**src/verilog/msac_pkg.sv**
```systemverilog
// Purpose: Shared constants for the monitor sample and alarm compare block
// Assumes: 4.9152 MHz system clock
// Notes:   Timing counts derived from clock rate
package msac_pkg;
	localparam int unsigned SYS_CLK_HZ     = 4915200;
	localparam int unsigned SAMPLE_HZ      = 640;
	localparam int unsigned NUM_SLOTS      = 32;
	localparam int unsigned SLOT_DIV       = SYS_CLK_HZ / (SAMPLE_HZ * NUM_SLOTS);
	localparam int unsigned CONV_PULSE_LEN = 2;
	localparam int unsigned DATA_W         = 12;
	localparam int unsigned ADDR_W         = 5;
	localparam int unsigned ENTRY_W        = ADDR_W + DATA_W;
	localparam int unsigned SFIFO_DEPTH    = 7;
	localparam int unsigned NUM_PARAMS     = 32;
	localparam int unsigned EE_DATA_W      = 18;
	localparam int unsigned EE_ADDR_W      = 8;
	localparam logic [4:0]  CH_DIFF_FREQ   = 5'h00;
	localparam logic [4:0]  CH_ADC_BASE    = 5'h01;
	localparam logic [4:0]  CH_EXT_BASE    = 5'h11;
	localparam logic [4:0]  CH_LOOP        = 5'h19;
	localparam logic [4:0]  CH_EXT_VAL     = 5'h1a;
	localparam logic [4:0]  CH_TEST        = 5'h1b;
	localparam logic [4:0]  CH_LAST        = 5'h1b;
	localparam logic [1:0]  EE_SEL_UPPER   = 2'h0;
	localparam logic [1:0]  EE_SEL_LOWER   = 2'h1;
	localparam logic [1:0]  EE_SEL_DELAY   = 2'h2;
	localparam logic [1:0]  EE_SEL_WARN    = 2'h3;
	typedef enum logic [2:0] {
		MSAC_IDLE  = 3'b000,
		MSAC_UPPER = 3'b001,
		MSAC_LOWER = 3'b010,
		MSAC_DELAY = 3'b011,
		MSAC_EMIT  = 3'b100
	} msac_seq_t;
endpackage

```
**src/verilog/msac_sample_fifo.sv**
```systemverilog
// Purpose: Small sample queue between front end and processor
// Assumes: Writer does not stall; overflow drops data
// Notes:   Error flag sticky until cleared
`timescale 1ns/1ns
module msac_sample_fifo #(
	parameter int unsigned WIDTH = 17,
	parameter int unsigned DEPTH = 7
) (
	// Clock and reset
	input  wire logic             clk_i,
	input  wire logic             arst_n_i,
	// Write side
	input  wire logic             wr_i,
	input  wire logic [WIDTH-1:0] wdata_i,
	// Read side
	input  wire logic             rd_i,
	output logic      [WIDTH-1:0] rdata_o,
	output logic                  avail_o,
	// Error
	input  wire logic             err_clr_i,
	output logic                  err_o
);
	localparam int unsigned PW = $clog2(DEPTH + 1);
	logic [WIDTH-1:0] mem_q [DEPTH];
	logic [PW-1:0]    rp_q, rp_d, wp_q, wp_d, cnt_q, cnt_d;
	logic             err_q, err_d, do_wr, do_rd;

	always_comb begin
		do_rd = rd_i && (cnt_q != '0);
		do_wr = wr_i && (cnt_q != PW'(DEPTH) || do_rd);
		rp_d  = rp_q;
		wp_d  = wp_q;
		if (do_rd) begin
			rp_d = (rp_q == PW'(DEPTH - 1)) ? '0 : rp_q + 1'b1;
		end
		if (do_wr) begin
			wp_d = (wp_q == PW'(DEPTH - 1)) ? '0 : wp_q + 1'b1;
		end
		cnt_d = cnt_q + PW'(do_wr) - PW'(do_rd);
		err_d = (err_q && !err_clr_i) || (wr_i && !do_wr);
	end

	always_ff @(posedge clk_i or negedge arst_n_i) begin
		if (!arst_n_i) begin
			rp_q  <= '0;
			wp_q  <= '0;
			cnt_q <= '0;
			err_q <= 1'b0;
		end else begin
			rp_q  <= rp_d;
			wp_q  <= wp_d;
			cnt_q <= cnt_d;
			err_q <= err_d;
		end
	end

	always_ff @(posedge clk_i) begin
		if (do_wr) begin
			mem_q[wp_q] <= wdata_i;
		end
	end

	assign rdata_o = mem_q[rp_q];
	assign avail_o = (cnt_q != '0);
	assign err_o   = err_q;
endmodule

```
**src/verilog/msac_parity.sv**
```systemverilog
// Purpose: Hamming SEC-DED decode of an 18-bit EEPROM word to 12 data bits
// Assumes: Word layout [17] overall parity, [16:0] Hamming positions 1..17
// Notes:   Purely combinational
`timescale 1ns/1ns
module msac_parity (
	// Coded word in
	input  wire logic [17:0] code_i,
	// Decoded result
	output logic      [11:0] data_o,
	output logic             single_o,
	output logic             double_o
);
	logic [16:0] cw;
	logic [4:0]  syn;
	logic        ovr;
	always_comb begin
		cw  = code_i[16:0];
		syn = '0;
		for (int i = 1; i <= 17; i++) begin
			if (cw[i-1]) begin
				syn = syn ^ 5'(i);
			end
		end
		ovr = ^code_i;
		if (syn != '0 && ovr && syn <= 5'd17) begin
			cw[syn - 5'd1] = ~cw[syn - 5'd1];
		end
		single_o = ovr;
		double_o = (syn != '0) && !ovr;
		data_o   = {cw[16], cw[14:8], cw[6:4], cw[2]};
	end
endmodule

```
**src/verilog/msac_top.sv**
```systemverilog
// Purpose: Sample front end and limit comparator of a signal monitor
// Assumes: One clock at 4.9152 MHz; EEPROM read returns data in the same cycle as the strobe
// Notes:   Processor and host access through plain strobe ports
`timescale 1ns/1ns
module msac_top
	import msac_pkg::*;
#(
	parameter int unsigned NPARAM = msac_pkg::NUM_PARAMS
) (
	// Clock and reset
	input  wire logic                           clk_i,
	input  wire logic                           arst_n_i,
	// Front end
	input  wire logic                           diff_freq_pulse_i,
	input  wire logic [msac_pkg::DATA_W-1:0]    adc_data_i,
	input  wire logic [msac_pkg::DATA_W-1:0]    ext_chan_data_i,
	input  wire logic [3:0]                     loop_detect_value_i,
	input  wire logic [msac_pkg::DATA_W-1:0]    ext_value_i,
	input  wire logic [msac_pkg::DATA_W-1:0]    test_value_i,
	output logic      [3:0]                     adc_chan_o,
	output logic      [2:0]                     ext_chan_o,
	output logic                                adc_convert_o,
	// Processor sample side
	input  wire logic                           sample_rd_i,
	output logic      [msac_pkg::ENTRY_W-1:0]   sample_data_o,
	output logic                                sample_available_o,
	// Processor parameter write
	input  wire logic                           param_wr_i,
	input  wire logic [4:0]                     param_num_i,
	input  wire logic [msac_pkg::DATA_W-1:0]    param_value_i,
	output logic                                param_busy_o,
	// EEPROM
	output logic      [msac_pkg::EE_ADDR_W-1:0] ee_addr_o,
	output logic                                ee_rd_o,
	output logic                                ee_wr_o,
	output logic      [msac_pkg::EE_DATA_W-1:0] ee_wdata_o,
	input  wire logic [msac_pkg::EE_DATA_W-1:0] ee_rdata_i,
	// Host
	input  wire logic                           host_access_level_n_i,
	input  wire logic                           host_ee_wr_i,
	input  wire logic                           host_ee_addr_rst_i,
	input  wire logic [msac_pkg::EE_DATA_W-1:0] host_ee_wdata_i,
	input  wire logic                           host_err_clr_i,
	output logic                                host_out_wr_o,
	output logic      [23:0]                    host_out_data_o,
	output logic                                host_irq_o,
	output logic                                host_parity_warn_o,
	output logic                                host_parity_err_o,
	output logic                                host_sample_err_o,
	output logic                                host_ee_wr_denied_o,
	output logic      [msac_pkg::EE_ADDR_W-1:0] host_ee_addr_o,
	input  wire logic                           host_irq_ack_i,
	// Station control alarm bus
	output logic      [4:0]                     sc_alarm_param_id_o,
	output logic                                sc_alarm_ready_n_o,
	output logic                                sc_alarm_flag_o,
	output logic                                sc_alarm_flag_inv_o,
	output logic                                sc_alarm_raw_o,
	// Terminator alarm bus
	output logic      [4:0]                     term_alarm_param_id_o,
	output logic                                term_alarm_ready_n_o,
	output logic                                term_alarm_flag_o,
	output logic                                term_alarm_flag_inv_o,
	output logic                                term_alarm_raw_o
);
	import msac_pkg::*;
	localparam int unsigned DW = $clog2(SLOT_DIV);

	logic [DW-1:0] div_q, div_d;
	logic [4:0]    slot_q, slot_d;
	logic [11:0]   df_cnt_q, df_cnt_d, df_lat_q, df_lat_d;
	logic          df_prev_q, conv_q, conv_d, slot_tick;
	logic          swr;
	logic [ENTRY_W-1:0] swdata;
	logic [DATA_W-1:0]  sval;
	always_comb begin
		slot_tick = (div_q == DW'(SLOT_DIV - 1));
		div_d  = slot_tick ? '0 : div_q + 1'b1;
		slot_d = slot_q;
		// Slots past the last channel stay idle to keep 640 Hz
		if (slot_tick) begin
			slot_d = slot_q + 1'b1;
		end
		conv_d = (div_q < DW'(CONV_PULSE_LEN));
		df_cnt_d = df_cnt_q + 12'(diff_freq_pulse_i && !df_prev_q);
		df_lat_d = df_lat_q;
		if (slot_tick && slot_q == CH_DIFF_FREQ) begin
			df_lat_d = df_cnt_q;
			df_cnt_d = 12'(diff_freq_pulse_i && !df_prev_q);
		end
		if (slot_q == CH_DIFF_FREQ) begin
			sval = df_lat_q;
		end else if (slot_q < CH_EXT_BASE) begin
			sval = adc_data_i;
		end else if (slot_q < CH_LOOP) begin
			sval = ext_chan_data_i;
		end else if (slot_q == CH_LOOP) begin
			sval = {8'h00, loop_detect_value_i};
		end else if (slot_q == CH_EXT_VAL) begin
			sval = ext_value_i;
		end else begin
			sval = test_value_i;
		end
		swr    = slot_tick && (slot_q <= CH_LAST);
		swdata = {slot_q, sval};
	end
	always_ff @(posedge clk_i or negedge arst_n_i) begin
		if (!arst_n_i) begin
			div_q     <= '0;
			slot_q    <= '0;
			df_cnt_q  <= '0;
			df_lat_q  <= '0;
			df_prev_q <= 1'b0;
			conv_q    <= 1'b0;
		end else begin
			div_q     <= div_d;
			slot_q    <= slot_d;
			df_cnt_q  <= df_cnt_d;
			df_lat_q  <= df_lat_d;
			df_prev_q <= diff_freq_pulse_i;
			conv_q    <= conv_d;
		end
	end
	assign adc_chan_o    = 4'(slot_q - CH_ADC_BASE);
	assign ext_chan_o    = 3'(slot_q - CH_EXT_BASE);
	assign adc_convert_o = conv_q;

	logic sfifo_err;
	msac_sample_fifo #(
		.WIDTH (ENTRY_W),
		.DEPTH (SFIFO_DEPTH)
	) u_sfifo (
		.clk_i     (clk_i),
		.arst_n_i  (arst_n_i),
		.wr_i      (swr),
		.wdata_i   (swdata),
		.rd_i      (sample_rd_i),
		.rdata_o   (sample_data_o),
		.avail_o   (sample_available_o),
		.err_clr_i (host_err_clr_i),
		.err_o     (sfifo_err)
	);

	// Comparator
	msac_seq_t   st_q, st_d;
	logic [4:0]  pnum_q, pnum_d, exp_id_q, exp_id_d;
	logic [11:0] pval_q, pval_d, dcnt_q [NPARAM], dcnt_d;
	logic [NPARAM-1:0] dal_q, dal_d;
	logic        raw_q, raw_d, pw_q, pw_d, pe_q, pe_d, seqerr_q, seqerr_d;
	logic        ee_rd_d, ee_wr_d, outwr_d, irq_d, denied_d, dal_now;
	logic [EE_ADDR_W-1:0] ee_addr_d, hadr_q, hadr_d;
	logic [23:0] odata_d;
	logic [11:0] eedat;
	logic        ee_single, ee_double, force_al;
	logic [5:0]  setcnt_q, setcnt_d;
	msac_parity u_par (
		.code_i   (ee_rdata_i),
		.data_o   (eedat),
		.single_o (ee_single),
		.double_o (ee_double)
	);
	always_comb begin
		st_d      = st_q;
		pnum_d    = pnum_q;
		pval_d    = pval_q;
		raw_d     = raw_q;
		pw_d      = pw_q;
		pe_d      = pe_q;
		dal_d     = dal_q;
		dcnt_d    = dcnt_q[pnum_q];
		ee_rd_d   = 1'b0;
		ee_addr_d = ee_addr_o;
		ee_wr_d   = 1'b0;
		outwr_d   = 1'b0;
		odata_d   = host_out_data_o;
		exp_id_d  = exp_id_q;
		seqerr_d  = seqerr_q;
		setcnt_d  = setcnt_q;
		irq_d     = host_irq_o && !host_irq_ack_i;
		hadr_d    = hadr_q;
		denied_d  = host_ee_wr_denied_o;
		dal_now   = dal_q[pnum_q];
		force_al  = pe_q;
		unique case (st_q)
			MSAC_IDLE: begin
				if (param_wr_i) begin
					pnum_d    = param_num_i;
					pval_d    = param_value_i;
					pw_d      = 1'b0;
					pe_d      = 1'b0;
					ee_rd_d   = 1'b1;
					ee_addr_d = {1'b0, param_num_i, EE_SEL_UPPER};
					st_d      = MSAC_UPPER;
				end else if (host_ee_wr_i) begin
					ee_wr_d   = !host_access_level_n_i;
					denied_d  = host_access_level_n_i;
					ee_addr_d = hadr_q;
					hadr_d    = hadr_q + EE_ADDR_W'(!host_access_level_n_i);
				end
			end
			MSAC_UPPER: begin
				raw_d     = (pval_q > eedat);
				pw_d      = ee_single;
				pe_d      = ee_double;
				ee_rd_d   = 1'b1;
				ee_addr_d = {1'b0, pnum_q, EE_SEL_LOWER};
				st_d      = MSAC_LOWER;
			end
			MSAC_LOWER: begin
				raw_d     = raw_q || (pval_q < eedat);
				pw_d      = pw_q || ee_single;
				pe_d      = pe_q || ee_double;
				ee_rd_d   = 1'b1;
				ee_addr_d = {1'b0, pnum_q, EE_SEL_DELAY};
				st_d      = MSAC_DELAY;
			end
			MSAC_DELAY: begin
				pw_d = pw_q || ee_single;
				pe_d = pe_q || ee_double;
				if (!raw_q) begin
					dcnt_d          = '0;
					dal_d[pnum_q]   = 1'b0;
				end else if (dcnt_q[pnum_q] >= eedat) begin
					dal_d[pnum_q]   = 1'b1;
				end else begin
					dcnt_d = dcnt_q[pnum_q] + 1'b1;
					dal_d[pnum_q]   = (dcnt_q[pnum_q] + 1'b1 >= eedat);
				end
				st_d = MSAC_EMIT;
			end
			MSAC_EMIT: begin
				force_al = pe_q;
				dal_now  = dal_q[pnum_q] || force_al;
				outwr_d  = 1'b1;
				seqerr_d = (pnum_q != exp_id_q);
				odata_d  = {pnum_q, dal_now, raw_q || force_al, pw_q, pe_q, 1'b0, seqerr_d, 1'b0, pval_q};
				exp_id_d = pnum_q + 1'b1;
				setcnt_d = setcnt_q + 1'b1;
				if (setcnt_q == 6'(NPARAM - 1)) begin
					setcnt_d = '0;
					irq_d    = 1'b1;
				end
				st_d = MSAC_IDLE;
			end
			default: st_d = MSAC_IDLE;
		endcase
		if (host_ee_addr_rst_i) begin
			hadr_d = '0;
		end
	end
	always_ff @(posedge clk_i or negedge arst_n_i) begin
		if (!arst_n_i) begin
			st_q                  <= MSAC_IDLE;
			pnum_q                <= '0;
			pval_q                <= '0;
			raw_q                 <= 1'b0;
			pw_q                  <= 1'b0;
			pe_q                  <= 1'b0;
			dal_q                 <= '0;
			exp_id_q              <= '0;
			seqerr_q              <= 1'b0;
			setcnt_q              <= '0;
			hadr_q                <= '0;
			for (int i = 0; i < NPARAM; i++) begin
				dcnt_q[i] <= '0;
			end
			ee_rd_o               <= 1'b0;
			ee_wr_o               <= 1'b0;
			ee_addr_o             <= '0;
			ee_wdata_o            <= '0;
			host_out_wr_o         <= 1'b0;
			host_out_data_o       <= '0;
			host_irq_o            <= 1'b0;
			host_parity_warn_o    <= 1'b0;
			host_parity_err_o     <= 1'b0;
			host_sample_err_o     <= 1'b0;
			host_ee_wr_denied_o   <= 1'b0;
			host_ee_addr_o        <= '0;
			param_busy_o          <= 1'b0;
			sc_alarm_param_id_o   <= '0;
			sc_alarm_ready_n_o    <= 1'b1;
			sc_alarm_flag_o       <= 1'b0;
			sc_alarm_flag_inv_o   <= 1'b1;
			sc_alarm_raw_o        <= 1'b0;
			term_alarm_param_id_o <= '0;
			term_alarm_ready_n_o  <= 1'b1;
			term_alarm_flag_o     <= 1'b0;
			term_alarm_flag_inv_o <= 1'b1;
			term_alarm_raw_o      <= 1'b0;
		end else begin
			st_q                  <= st_d;
			pnum_q                <= pnum_d;
			pval_q                <= pval_d;
			raw_q                 <= raw_d;
			pw_q                  <= pw_d;
			pe_q                  <= pe_d;
			dal_q                 <= dal_d;
			exp_id_q              <= exp_id_d;
			seqerr_q              <= seqerr_d;
			setcnt_q              <= setcnt_d;
			hadr_q                <= hadr_d;
			dcnt_q[pnum_q]        <= dcnt_d;
			ee_rd_o               <= ee_rd_d;
			ee_wr_o               <= ee_wr_d;
			ee_addr_o             <= ee_addr_d;
			ee_wdata_o            <= host_ee_wdata_i;
			host_out_wr_o         <= outwr_d;
			host_out_data_o       <= odata_d;
			host_irq_o            <= irq_d;
			host_parity_warn_o    <= (st_q == MSAC_EMIT) ? pw_q : host_parity_warn_o;
			host_parity_err_o     <= (st_q == MSAC_EMIT) ? pe_q : host_parity_err_o;
			host_sample_err_o     <= sfifo_err;
			host_ee_wr_denied_o   <= denied_d;
			host_ee_addr_o        <= hadr_d;
			param_busy_o          <= (st_d != MSAC_IDLE);
			sc_alarm_ready_n_o    <= !outwr_d;
			term_alarm_ready_n_o  <= !outwr_d;
			if (outwr_d) begin
				sc_alarm_param_id_o   <= pnum_q;
				sc_alarm_flag_o       <= dal_now;
				sc_alarm_flag_inv_o   <= !dal_now;
				sc_alarm_raw_o        <= raw_q || force_al;
				term_alarm_param_id_o <= pnum_q;
				term_alarm_flag_o     <= dal_now;
				term_alarm_flag_inv_o <= !dal_now;
				term_alarm_raw_o      <= raw_q || force_al;
			end
		end
	end
endmodule

```
**config.mk**
```make
export PLATFORM = sky130hd
export DESIGN_NAME = msac_top
export DESIGN_NICKNAME = d
export VERILOG_FILES = /design/src/verilog/msac_pkg.sv /design/src/verilog/msac_sample_fifo.sv /design/src/verilog/msac_parity.sv /design/src/verilog/msac_top.sv
export SDC_FILE = /design/constraint.sdc
export NUM_CORES = 1
export LEC_CHECK = 0
export BUFFER_PORTS_ARGS = -buffer_cell sky130_fd_sc_hd__buf_2
export CAP_MARGIN = 20
export CORE_AREA = 2 2 286 288
export DETAILED_ROUTE_END_ITERATION = 10
export DIE_AREA = 0 0 288 290
export PLACE_DENSITY = 0.66
export SYNTH_ARGS = -nofsm -noshare
export SYNTH_HDL_FRONTEND = slang
export SYNTH_SLANG_ARGS = --single-unit
```
**constraint.sdc**
```tcl
create_clock -name clk_i -period 6.2 [get_ports clk_i]
set_clock_uncertainty 0.05 [all_clocks]
set_input_delay 1.24 -clock clk_i [delete_from_list [all_inputs] [get_ports clk_i]]
set_output_delay 1.24 -clock clk_i [all_outputs]
set_load 0.02 [all_outputs]
```
==> reports/metrics.cfg <==
[floorplanning]
die_area_um2 = 83500
initial_utilization_pct = 40.0
die_h_um = 290
boundaryPins = 226
rows = 104
dieWidth_um = 288
core-area_um2 = 80200

[placed_design]
gp_congestion = 0.882
post_dp_cell_area_um2 = 35500
dp_hpwl_um = 55400
port_buffers = 223

[setup_path]
r2r_start = pnum_q[0]
r2r_cells = 20
ff2ff_setup_slack_ns = 0.49
worstPathRequired_ns = 6.60
crit_fanout = 8
end_kind = flip-flop
start_kind = input pin
critPathKind = in2reg
arrival_ns = 6.62
rr_endpoint = dcnt_q[211]

[run]
max_cap_violations = 0

[grt]
antenna_found_initial = 0
grt_pass1_vias = 23300
grt_max_degree = 149
track_usage_pct = 20.5
grt_overflow = 0
grt_first_pass_wirelength_um = 134000

[status]
violations = setup timing
status = finished with violations

[power_and_ir_drop]
p_total_w = 0.0255
cellLeakagePower_nw = 16.9
power.density_nw_per_um2 = 653
ir_drop_uv = 560

[timing]
rsz0062_at_grt = yes
report.final.slew_viol_count = 0
fmaxAchievable_ghz = 0.161
slew_headroom_pct = 23.6
worstMarginPinSlew_ns = 1.14
finalCritPeriodShare_pct = 100
finalHoldViolations = 0
finalWorstSetupSlack_ns = -0.0209
setup_viol = 6
period_needed_ns = 6.22

[yosys]
seq_area_frac_synth_pct = 55.3
synth_area_leaders = dfrtp_1, edfxtp_1, mux4_2
synthArstFlopShare_pct = 82.6
synth_top_area_cell = dfrtp_1
synth_area_um2 = 32000
yosysWarnings = 0
synth_edf_count = 119
synth_cell_types = 82
syn_avg_cell_area_um2 = 11.1
synth_ff_type = dfrtp_1
synth-seq-cells = 684
synth_cells = 2875
yosysTopAreaCellShare_pct = 44.0

[clock_tree]
clk_pin_slew_ns = 0.06
cts_buffers = 78
cts_tree = done
cts_sinks = 684
clk_path_buf_depth = 3
cts_htree_levels = 3
root_buffer = clkbuf_16
clk_latency_ns = 0.62
cts_hold_buf = 0

[finish]
nNetsFinal = 3330
drive_above_1_share_pct = 27.0
finalInstanceArea_um2 = 39000
antenna_cells = 0
area_growth_pct = 21.7

[routing]
drt_pass1_iterations = 5
wl_per_cell_um = 20.5
viasPerCell = 5.47
finalWirelength_um = 87700
drc_errors = 0
num_vias = 23400
ant_nets = 0
drt_iter0_markers = 1943

[hold_path]
hold_class = reg2reg
holdCritStartpoint = u_sfifo.err_o
worstHoldEndpoint = host_sample_err_o
hold_path_depth = 0

-- cell usage after synthesis (all sizes together), types with 51 or more instances --
cell type and count:
a21oi 58, buf 54, clkbuf 177, dfrtp 563, edfxtp 119, ha 51, mux2i 84, mux4 119
nand2 587, nor2 82, o21ai 487
-- layer usage --
metal	GRT usage (%)	wire (µm)	up-vias
li1	-	-	10800
met3	3.51	5670	158
met1	27.9	37500	11700
met2	33.9	42200	746
met4	5.84	2280	0
met5	0	0	-
-- sequential cells by signal (all words and copies together) (netlist names), 6 cells and up --
signal and count:
dal_q 32, dcnt_q 384, df_cnt_q 12, df_lat_q 12
div_q 8, ee_addr_o 8, ee_wdata_o 18, hadr_q 8
host_out_data_o 17, pval_q 12, setcnt_q 6, u_sfifo.mem_q 119
-- power by group --
| part | switching, W | internal [W] |
|---|---|---|
| Combinational | 0.00757 | 0.00578 |
| Sequential | 0.00111 | 0.00619 |
| Clock | 0.00192 | 0.00289 |
| Total | 0.0106 | 0.0149 |
-- worst max path at each step --
stage | end | slack (ns) | from
after global routing | dcnt_q[211] | -0.16 | ee_rdata_i[8]
after global placement | dcnt_q[236] | -0.76 | ee_rdata_i[14]
after floorplan | dcnt_q[123] | -0.42 | ee_rdata_i[14]
final | dcnt_q[211] | -0.02 | ee_rdata_i[8]
after detailed placement | dcnt_q[284] | -0.85 | ee_rdata_i[14]
after CTS | dcnt_q[10] | -0.003 | ee_rdata_i[14]
-- repair_timing --
item                       CTS  global route
setup buffers                6             6
setup endpoints to repair  254           417
pin swaps                    6            33
resized for setup           21           182
cloned                       2             9
-- critical path, stage by stage --
cell      delay (ns)
buf_6           0.10
xnor3_1         0.41
xnor3_2         0.30
xnor2_2         0.20
ha_4            0.24
ha_4            0.22
buf_6           0.12
mux4_2          0.33
mux2i_1         0.09
o21a_1          0.11
or3_4           0.37
o21a_4          0.13
mux2_4          0.29
ha_4            0.29
nor2b_4         0.04
a21oi_2         0.14
nor3_2          0.06
a221oi_2        0.28
a211oi_2        0.13
nor3_4          0.28
o31ai_4         0.10
buf_6           0.14
buf_6           0.12
and3_4          0.17
a211oi_4        0.25
buf_12          0.18
buf_12          0.17
o21ai_0         0.10
-- layout make-up --
class | instances | area, µm²
fill | 7142 | 41200
multi-input combinational | 1933 | 13800
clock buffer | 97 | 2130
tap | 1060 | 1330
inverter | 29 | 109
sequential | 684 | 17700
clock inverter | 44 | 558
timing repair buffer | 437 | 3320
-- per-stage QoR --
step	setup WS [ns]	hold slack (ns)	cells	utilization [%]	TNS, ns
after detailed placement	-0.853	0.321	4119	44.2	-271.33
final	-0.0209	0.332	4284	48.6	-0.0443
after global placement	-0.755	0.308	4116	44.2	-242.01
after floorplan	-0.419	0.304	2876	-	-145.55
after global routing	-0.161	0.356	4284	48.6	-27.05
after CTS	-0.00306	0.336	4268	47.8	-0.00306
-- cell families (layout without fill, tap and decap cells) --
group                      count (synthesis)  count (layout)  share of synthesized area, %
AOI/OAI and AO/OA                        679             680                          11.8
xor gates and xnor gates                  82              82                          2.65
buffers and inverters                    260             607                          3.62
and+or+nand+nor                          860             860                          11.6
DFF                                      684             684                          55.3
adders and majority gates                 56              56                          2.18
other                                      1               2                        0.0117
muxes                                    253             253                          12.8
-- cell usage in the layout (no fill, tap or decap), types with 17 or more instances in the layout --
cell       netlist  final
nand2_1        587    583
dfrtp_1        563    559
o21ai_0        487    338
buf_2            8    221
buf_4           31    161
mux4_2         119    119
edfxtp_1       119    119
o21ai_1          0    105
clkbuf_16        0     86
nor2_1          82     82
mux2i_1         83     80
a21oi_1         58     55
nand3_1         50     49
mux2_2          50     49
ha_1            51     46
xnor2_1         44     43
o21ai_2          0     43
o31ai_1         33     33
xor2_1          28     28
inv_1           25     25
buf_12           0     25
o22ai_1         20     20
nor2b_1         19     17
and3_1          18     17
No activity file was read; power rests on OpenSTA's default activity.
